$ cat config.mk
export PLATFORM = sky130hd
export DESIGN_NAME = dlw_core
export DESIGN_NICKNAME = d
export VERILOG_FILES = /design/src/dlw_pkg.sv /design/src/dlw_core.sv
export VERILOG_INCLUDE_DIRS = /design/src /design/src/src
export SDC_FILE = /design/constraint.sdc
export NUM_CORES = 1
export LEC_CHECK = 0
export BUFFER_PORTS_ARGS = -buffer_cell sky130_fd_sc_hd__buf_2
export CORE_MARGIN = 1.5
export CORE_UTILIZATION = 56
export CTS_CLUSTER_SIZE = 16
export DETAILED_ROUTE_END_ITERATION = 8
export GPL_ROUTABILITY_DRIVEN = 1
export PLACE_DENSITY = 0.92
export SLEW_MARGIN = 20
export SYNTH_ARGS = -nofsm -noshare
export SYNTH_HDL_FRONTEND = slang
export SYNTH_SLANG_ARGS = --single-unit
export TNS_END_PERCENT = 10
$ cat constraint.sdc
create_clock -name clk -period 7.9 [get_ports clk]
set_clock_uncertainty 0.05 [all_clocks]
set_input_delay 1.185 -clock clk [delete_from_list [all_inputs] [get_ports clk]]
set_output_delay 1.185 -clock clk [all_outputs]
set_load 0.01 [all_outputs]
$ cat src/dlw_map.svh
// named constants for the defect list and buffer write command handler
// assumes it is included by bare name from the module and the testbench files
`ifndef DLW_MAP_SVH
`define DLW_MAP_SVH
// operation codes
`define DLW_OP_WRBUF 8'h3b
`define DLW_OP_RDDEF 8'h37
// command block byte positions
`define DLW_CDB_OP 0
`define DLW_CDB_MODE 1
`define DLW_CDB_ID 2
`define DLW_CDB_OFS 3
`define DLW_CDB_LEN 6
`define DLW_CDB_FLAGS 2
`define DLW_CDB_ALLOC 7
// bit positions in the flag bytes
`define DLW_FACTORY_BIT 4
`define DLW_GROWN_BIT 3
// buffer write mode codes
`define DLW_MODE_COMBINED 3'b000
`define DLW_MODE_DATA 3'b010
`define DLW_MODE_DLSAVE 3'b101
// defect list format codes
`define DLW_FMT_SECTOR 3'b101
`define DLW_FMT_INDEX 3'b100
// lengths in bytes
`define DLW_HDR_LEN 24'h000004
`define DLW_HDR_SKIP 3'h4
`define DLW_BUF_CAP 24'h060000
// sense values, arbitrary plain defaults
`define DLW_SK_NONE 4'h0
`define DLW_SK_RECOVERED 4'h1
`define DLW_SK_ILLEGAL 4'h5
`define DLW_ASC_NONE 8'h00
`define DLW_ASC_INV_FIELD 8'h24
`define DLW_ASC_FMT_NA 8'h1c
`define DLW_ASC_COND_CHANGED 8'h3f
`endif

$ cat src/dlw_pkg.sv
// types shared by the defect list and buffer write handler
// assumes dlw_map.svh is on the include path
package dlw_pkg;
  // ten byte command block, byte 0 first
  typedef logic [0:9][7:0] dlw_cdb_type;
  // one defect location as the media store holds it
  typedef struct packed {
    logic [23:0] cyl;
    logic [7:0] head;
    logic [31:0] sector;
    logic [31:0] bytes_ofs;
  } dlw_defect_type;
  // one buffer byte write
  typedef struct packed {
    logic we;
    logic code;
    logic [7:0] seg;
    logic [23:0] addr;
    logic [7:0] data;
  } dlw_bufwr_type;
  // completion status
  typedef struct packed {
    logic check;
    logic [3:0] key;
    logic [7:0] asc;
  } dlw_status_type;
  typedef enum logic [2:0] {
    dlw_mode_combined,
    dlw_mode_data,
    dlw_mode_dlsave,
    dlw_mode_bad
  } dlw_mode_type;
  typedef enum logic [1:0] {
    dlw_idle,
    dlw_dout,
    dlw_din,
    dlw_done
  } dlw_state_type;
endpackage

$ cat src/dlw_core.sv
// defect data response formatter and buffer write command executor
// assumes a combinational defect store lookup and a byte-wide buffer port
`include "dlw_map.svh"
`timescale 1ns/10ps
`default_nettype none
module dlw_core #(
  parameter logic [23:0] SEG_CAP = `DLW_BUF_CAP // selected segment size
) (
  // clock and reset
  input wire logic clk,
  input wire logic rst,
  // command block in
  input wire logic cdb_valid,
  input wire dlw_pkg::dlw_cdb_type cdb,
  input wire logic [2:0] issuer_id,
  output logic cdb_ready,
  // defect store lookup
  input wire logic [13:0] factory_count,
  input wire logic [13:0] grown_count,
  output logic [13:0] desc_index,
  output logic desc_grown,
  input wire dlw_pkg::dlw_defect_type desc_entry,
  // data-in byte stream to the initiator
  output logic din_valid,
  output logic [7:0] din_data,
  input wire logic din_ready,
  // data-out byte stream from the initiator
  input wire logic dout_valid,
  input wire logic [7:0] dout_data,
  output logic dout_ready,
  output logic dout_phase,
  // buffer and non-volatile store
  output dlw_pkg::dlw_bufwr_type buf_wr,
  output logic nv_commit,
  // attention and completion
  output logic ua_post,
  output logic [7:0] ua_mask,
  output logic [7:0] ua_asc,
  output logic cmd_done,
  output dlw_pkg::dlw_status_type status
);

  // mode decode, shared by acceptance and checks
  function automatic dlw_pkg::dlw_mode_type mode_of(input logic [2:0] m);
    case (m)
      `DLW_MODE_COMBINED: mode_of = dlw_pkg::dlw_mode_combined;
      `DLW_MODE_DATA: mode_of = dlw_pkg::dlw_mode_data;
      `DLW_MODE_DLSAVE: mode_of = dlw_pkg::dlw_mode_dlsave;
      default: mode_of = dlw_pkg::dlw_mode_bad;
    endcase
  endfunction

  // three-byte big-endian field from the command block
  function automatic logic [23:0] field3(input dlw_pkg::dlw_cdb_type c,
                                         input int b);
    field3 = {c[b], c[b + 1], c[b + 2]};
  endfunction

  // state registers
  dlw_pkg::dlw_state_type state, next_state;
  dlw_pkg::dlw_mode_type mode, next_mode; // mode of the running write
  logic ok, next_ok; // write data may land in the buffer
  logic is_write, next_is_write; // running command is a buffer write
  logic [23:0] rem, next_rem; // data-out bytes still owed
  logic [2:0] skip, next_skip; // header bytes still to drop
  logic [23:0] addr, next_addr; // next buffer location
  logic [7:0] seg, next_seg; // selected segment
  logic [23:0] idx, next_idx; // next data-in byte number
  logic [23:0] send_len, next_send_len; // data-in byte count
  logic [23:0] list_len, next_list_len; // descriptor bytes in the list
  logic incl_f, next_incl_f; // factory list requested
  logic incl_g, next_incl_g; // grown list requested
  logic [2:0] fmt, next_fmt; // format actually sent
  logic [2:0] who, next_who; // issuer of the command
  logic next_din_valid;
  logic [7:0] next_din_data;
  dlw_pkg::dlw_bufwr_type next_buf_wr;
  logic next_nv_commit, next_ua_post, next_cmd_done;
  logic [7:0] next_ua_mask;
  dlw_pkg::dlw_status_type next_status;

  // combinational helpers
  logic [23:0] len_f, ofs_f, alloc_f, total_f, rel;
  logic [13:0] nf, ng;
  logic [20:0] dnum;
  logic [31:0] tail;
  logic [7:0] dbyte;

  assign cdb_ready = (state == dlw_pkg::dlw_idle);
  // only the owed bytes are taken; an error leaves nothing owed
  assign dout_ready = (state == dlw_pkg::dlw_dout) && ok && (rem != 24'h000000);
  assign dout_phase = (state == dlw_pkg::dlw_dout);
  assign ua_asc = `DLW_ASC_COND_CHANGED;

  // descriptor lookup: factory entries precede grown entries
  always_comb begin
    rel = idx - `DLW_HDR_LEN;
    dnum = rel[23:3];
    nf = incl_f ? factory_count : 14'h0000;
    desc_grown = !(incl_f && (dnum < {7'h00, factory_count}));
    desc_index = desc_grown ? (dnum[13:0] - nf) : dnum[13:0];
    // one format chosen per response, never mixed
    tail = (fmt == `DLW_FMT_INDEX) ? desc_entry.bytes_ofs : desc_entry.sector;
    case (rel[2:0])
      3'h0: dbyte = desc_entry.cyl[23:16];
      3'h1: dbyte = desc_entry.cyl[15:8];
      3'h2: dbyte = desc_entry.cyl[7:0];
      3'h3: dbyte = desc_entry.head;
      3'h4: dbyte = tail[31:24];
      3'h5: dbyte = tail[23:16];
      3'h6: dbyte = tail[15:8];
      default: dbyte = tail[7:0];
    endcase
  end

  // next state of the whole command engine
  always_comb begin
    len_f = field3(cdb, `DLW_CDB_LEN);
    ofs_f = field3(cdb, `DLW_CDB_OFS);
    alloc_f = {8'h00, cdb[`DLW_CDB_ALLOC], cdb[`DLW_CDB_ALLOC + 1]};
    ng = cdb[`DLW_CDB_FLAGS][`DLW_GROWN_BIT] ? grown_count : 14'h0000;
    total_f = {7'h00, (cdb[`DLW_CDB_FLAGS][`DLW_FACTORY_BIT] ? factory_count : 14'h0000)
               + ng, 3'b000};
    next_state = state;
    next_mode = mode;
    next_ok = ok;
    next_is_write = is_write;
    next_rem = rem;
    next_skip = skip;
    next_addr = addr;
    next_seg = seg;
    next_idx = idx;
    next_send_len = send_len;
    next_list_len = list_len;
    next_incl_f = incl_f;
    next_incl_g = incl_g;
    next_fmt = fmt;
    next_who = who;
    next_din_valid = din_valid;
    next_din_data = din_data;
    next_buf_wr = buf_wr;
    next_buf_wr.we = 1'b0;
    next_nv_commit = 1'b0;
    next_ua_post = 1'b0;
    next_ua_mask = ua_mask;
    next_cmd_done = 1'b0;
    next_status = status;
    case (state)
      dlw_pkg::dlw_idle: begin
        if (cdb_valid) begin
          next_who = issuer_id;
          next_status = '0;
          if (cdb[`DLW_CDB_OP] == `DLW_OP_WRBUF) begin
            next_is_write = 1'b1;
            next_mode = mode_of(cdb[`DLW_CDB_MODE][2:0]);
            next_state = dlw_pkg::dlw_dout;
            next_rem = len_f;
            next_ok = 1'b1;
            next_skip = 3'h0;
            next_addr = 24'h000000;
            next_seg = 8'h00;
            case (mode_of(cdb[`DLW_CDB_MODE][2:0]))
              dlw_pkg::dlw_mode_combined: begin
                next_skip = `DLW_HDR_SKIP;
                if (len_f > SEG_CAP + `DLW_HDR_LEN) begin
                  next_ok = 1'b0;
                end
              end
              dlw_pkg::dlw_mode_data: begin
                next_addr = ofs_f;
                next_seg = cdb[`DLW_CDB_ID];
                if ({1'b0, ofs_f} + {1'b0, len_f} > {1'b0, SEG_CAP}) begin
                  next_ok = 1'b0;
                end
              end
              // id and offset are not looked at here
              dlw_pkg::dlw_mode_dlsave: next_addr = 24'h000000;
              default: next_ok = 1'b0;
            endcase
          end else if (cdb[`DLW_CDB_OP] == `DLW_OP_RDDEF) begin
            next_is_write = 1'b0;
            next_state = dlw_pkg::dlw_din;
            next_incl_f = cdb[`DLW_CDB_FLAGS][`DLW_FACTORY_BIT];
            next_incl_g = cdb[`DLW_CDB_FLAGS][`DLW_GROWN_BIT];
            next_list_len = total_f;
            next_idx = 24'h000000;
            // full length is reported, but only the smaller amount is sent
            next_send_len = (alloc_f < total_f + `DLW_HDR_LEN) ? alloc_f
                            : total_f + `DLW_HDR_LEN;
            if (cdb[`DLW_CDB_FLAGS][2:0] == `DLW_FMT_INDEX) begin
              next_fmt = `DLW_FMT_INDEX;
            end else begin
              next_fmt = `DLW_FMT_SECTOR;
              if (cdb[`DLW_CDB_FLAGS][2:0] != `DLW_FMT_SECTOR) begin
                next_status = '{1'b1, `DLW_SK_RECOVERED, `DLW_ASC_FMT_NA};
              end
            end
          end else begin
            // unknown opcode: answer at once with illegal request
            next_status = '{1'b1, `DLW_SK_ILLEGAL, `DLW_ASC_INV_FIELD};
            next_cmd_done = 1'b1;
          end
        end
      end
      dlw_pkg::dlw_dout: begin
        if (!ok) begin
          // the phase is entered, but an illegal command takes no bytes
          next_rem = 24'h000000;
          next_state = dlw_pkg::dlw_done;
        end else if (rem == 24'h000000) begin
          next_state = dlw_pkg::dlw_done;
        end else if (dout_valid) begin
          next_rem = rem - 24'h000001;
          if (skip != 3'h0) begin
            next_skip = skip - 3'h1;
          end else begin
            next_buf_wr = '{1'b1, mode == dlw_pkg::dlw_mode_dlsave, seg, addr,
                            dout_data};
            next_addr = addr + 24'h000001;
          end
        end
      end
      dlw_pkg::dlw_din: begin
        if (!din_valid || din_ready) begin
          if (idx < send_len) begin
            next_din_valid = 1'b1;
            next_idx = idx + 24'h000001;
            case (idx)
              24'h000000: next_din_data = 8'h00;
              24'h000001: next_din_data = {3'b000, incl_f, incl_g, fmt};
              24'h000002: next_din_data = list_len[15:8];
              24'h000003: next_din_data = list_len[7:0];
              default: next_din_data = dbyte;
            endcase
          end else begin
            next_din_valid = 1'b0;
            next_state = dlw_pkg::dlw_done;
          end
        end
      end
      dlw_pkg::dlw_done: begin
        next_state = dlw_pkg::dlw_idle;
        next_cmd_done = 1'b1;
        if (is_write) begin
          if (!ok) begin
            next_status = '{1'b1, `DLW_SK_ILLEGAL, `DLW_ASC_INV_FIELD};
          end else if (mode == dlw_pkg::dlw_mode_dlsave) begin
            next_nv_commit = 1'b1;
            next_ua_post = 1'b1;
            next_ua_mask = ~(8'h01 << who);
          end
        end
      end
      default: next_state = dlw_pkg::dlw_idle;
    endcase
  end

  // register every piece of state
  always_ff @(posedge clk or posedge rst) begin
    if (rst) begin
      state <= dlw_pkg::dlw_idle;
      mode <= dlw_pkg::dlw_mode_bad;
      ok <= 1'b0;
      is_write <= 1'b0;
      rem <= 24'h000000;
      skip <= 3'h0;
      addr <= 24'h000000;
      seg <= 8'h00;
      idx <= 24'h000000;
      send_len <= 24'h000000;
      list_len <= 24'h000000;
      incl_f <= 1'b0;
      incl_g <= 1'b0;
      fmt <= `DLW_FMT_SECTOR;
      who <= 3'h0;
      din_valid <= 1'b0;
      din_data <= 8'h00;
      buf_wr <= '0;
      nv_commit <= 1'b0;
      ua_post <= 1'b0;
      ua_mask <= 8'h00;
      cmd_done <= 1'b0;
      status <= '0;
    end else begin
      state <= next_state;
      mode <= next_mode;
      ok <= next_ok;
      is_write <= next_is_write;
      rem <= next_rem;
      skip <= next_skip;
      addr <= next_addr;
      seg <= next_seg;
      idx <= next_idx;
      send_len <= next_send_len;
      list_len <= next_list_len;
      incl_f <= next_incl_f;
      incl_g <= next_incl_g;
      fmt <= next_fmt;
      who <= next_who;
      din_valid <= next_din_valid;
      din_data <= next_din_data;
      buf_wr <= next_buf_wr;
      nv_commit <= next_nv_commit;
      ua_post <= next_ua_post;
      ua_mask <= next_ua_mask;
      cmd_done <= next_cmd_done;
      status <= next_status;
    end
  end

endmodule
`default_nettype wire

==> results.yml <==
run_status:
  outcome: "complete, no violations"
timing:
  setup_tns_ns: 0
  max_slew_margin: 0.259
  rsz0062_at_grt: "no"
  setup_ws_ns: 1.74
  holdWs_ns: 0.413
  finalMaxSlewViolations: 0
  period_minus_slack_ns: 6.16
  hold_violations: 0
  finalCritPeriodShare: 0.780
  setup_viol: 0
  max_freq_mhz: 162
  tightest_slew_ns: 1.11
logic_synthesis:
  ys_types: 74
  yosysWarnings: 0
  synth_most_common_cell: "dfrtp_1"
  synth_area_um2: 14100
  synth_edf_count: 0
  synth_top_area_share: 0.330
  synth_flop_cell: "dfrtp_1"
  postSynthAreaPerCell_um2: 8.57
  netlist_instances: 1646
  ys_ff_latch: 189
  synth_area_leaders: "dfrtp_1 (33%), ha_1 (9.6%), mux2_2 (5.3%), o21ai_0 (5.0%), nand2_1 (4.4%)"
  ys_seq_area_frac: 0.335
  yosysTopAreaCell: "dfrtp_1"
  synth_common_cells: "dfrtp_1 (186), nand2_1 (165), o21ai_0 (141)"
  synthArstFlopShare: 1.00
critical_path:
  cp-start-kind: "flip-flop"
  path_class: "reg -> out"
  cp-end-kind: "output port"
  reg2reg_depth: 9
  critical_path_arrival_ns: 4.93
  cp_max_fo: 45
  crit_required_ns: 6.66
clock_tree:
  clk_latency_ns: 0.44
  cts.sink_count: 189
  cts_tree: "built"
  cts_setup_buffers: 0
  cts_root_buffer: "clkbuf_16"
  htreeDepth: 4
  clk_pin_slew_worst_paths_ns: 0.08
  cts_buffers: 17
  ctsResizeCount: 0
  clockBufferDepth: 2
  cts_hold_buffers: 0
global_routing:
  grt_pass1_vias: 13200
  grt_pass1_wl_um: 65700
  antenna_found_initial: 0
  grt_max_degree: 116
  grt-ovfl-total: 0
  grt_usage: 0.314
pwr:
  total_leakage_power_nw: 7.85
  ir_drop_mv: 0.167
  power.share.combinational: 0.491
  switching_share: 0.434
  power.internal_mw: 2.53
  netSwitchingPower_mw: 1.94
  power_frac_seq: 0.304
  powerDensity_nw_per_um2: 274
  p_clk_frac: 0.205
die:
  fp.dieW_um: 162
  io_pins: 321
  rows: 57
  initial_utilization: 0.575
  die-area_um2: 26200
  die-height_um: 162
  core_um2: 24500
finish:
  seqCellArea_um2: 4730
  drive_gt1_frac: 0.226
  nets: 2210
  syn2layout_area_growth_pct: 15.6
  fillers: 1963
  multiInputGateArea_um2: 8690
drt:
  drtIter0Drc: 1281
  routed_wl_um: 41800
  via_count: 13700
  avgRoutedWirePerCell_um: 18.8
  via_per_inst: 6.15
  firstDrtPassIters: 5
  antenna_left: 0
  drc_errors: 0
place:
  dp_hpwl_um: 31600
  post-place-ws_ns: 2.29
  portBuffers: 293
  gp_congestion: 0.955
hold_path:
  holdPathStages: 2
  hold_class: "reg -> reg"
run:
  maxCapViolations: 0
## metal layers
layer | track usage | up-vias | share of wire
li1 | - | 6411 | -
met1 | 0.368 | 6436 | 0.37
met2 | 0.553 | 686 | 0.50
met3 | 0.0590 | 118 | 0.087
met4 | 0.152 | 0 | 0.044
met5 | 0 | - | 0
## power groups by stage
stage	Combinational [mW]	Sequential [mW]	Clock [mW]
2_1_floorplan	1.59	1.31	0
3_3_place_gp	2.07	1.36	0
3_5_place_dp	2.15	1.37	0
4_1_cts	2.16	1.35	0.925
5_1_grt	2.43	1.39	0.963
6_report	2.19	1.36	0.917
## state kept, by name, indices dropped and copies added (netlist names)
register	flops
buf_wr	42
addr	24
idx	24
rem	24
send_len	17
list_len	13
din_data	8
seg	8
ua_mask	8
skip	3
status	3
who	3
mode	2
state	2
cmd_done	1
din_valid	1
fmt	1
incl_f	1
incl_g	1
is_write	1
ok	1
ua_post	1
## cells by family (layout without fill, tap and decap cells)
| family | after synthesis | in the layout | share of synthesized area |
|---|---|---|---|
| xor gates and xnor gates | 56 | 56 | 0.0348 |
| adders and majority gates | 111 | 111 | 0.100 |
| AOI/OAI and AO/OA | 473 | 473 | 0.212 |
| buffers and inverters | 177 | 411 | 0.0533 |
| and+or+nand+nor | 531 | 531 | 0.182 |
| DFF | 189 | 189 | 0.335 |
| muxes | 107 | 107 | 0.0818 |
| other | 2 | 16 | 0.000532 |
## final cells by class
| cell class | instances | area share |
|---|---|---|
| multi-input combinational | 1292 | 0.533 |
| sequential | 189 | 0.290 |
| timing repair buffer | 302 | 0.0941 |
| clock buffer | 17 | 0.0261 |
| tap | 324 | 0.0249 |
| inverter | 77 | 0.0182 |
| clock inverter | 15 | 0.0132 |
| antenna | 2 | 0.000307 |
## path summary, 6_finish.rpt
path	from	to	slack, ns
worst max-delay path	idx[2]$_DFFE_PP0P_	desc_index[9]	1.74
worst min-delay path	mode[0]$_DFFE_PP1P_	mode[0]$_DFFE_PP1P_	0.41
worst max register to register	state[1]$_DFFE_PP0P_	addr[11]$_DFFE_PP0P_	3.86
worst min register to register	mode[0]$_DFFE_PP1P_	mode[0]$_DFFE_PP1P_	0.41
max in group asynchronous	rst	idx[0]$_DFFE_PP0P_	5.47
min in group asynchronous	rst	ua_mask[3]$_DFFE_PP0P_	0.84
## cells in the final DEF, fill, tap and decap left out, drive strengths merged, types with 30 or more instances in the layout
cell type  netlist  final
xnor2           31     31
mux2            67     67
buf             37    302
nand2          165    165
and2            42     42
nor2           119    119
dfrtp          186    186
inv             76     86
a21oi          115    115
mux2i           40     40
o21ai          141    141
a31oi           32     32
nand3           42     42
nor3            30     30
ha             108    108
## critical path, cell delays in order (launching register included)
cell and delay (ns):
dfrtp_1 0.32, buf_4 0.38, clkinv_1 0.48, ha_1 0.43
xor2_1 0.47, ha_1 0.33, a21boi_0 0.12, o21a_1 0.18
o2111ai_1 0.20, nand3_1 0.12, a2111oi_0 0.40, o211a_2 0.47
inv_2 0.12, mux2_2 0.30, buf_2 0.15
## per-stage QoR
stage	total power [mW]	area [µm²]	utilization	cells
floorplan	2.90	14200	-	1658
global placement	3.43	15700	0.638	2184
detailed placement	3.52	15700	0.638	2184
CTS	4.44	16300	0.664	2216
global route	4.77	16300	0.665	2216
finish	4.47	16300	0.665	2218
No activity file was read; power rests on OpenSTA's default activity.
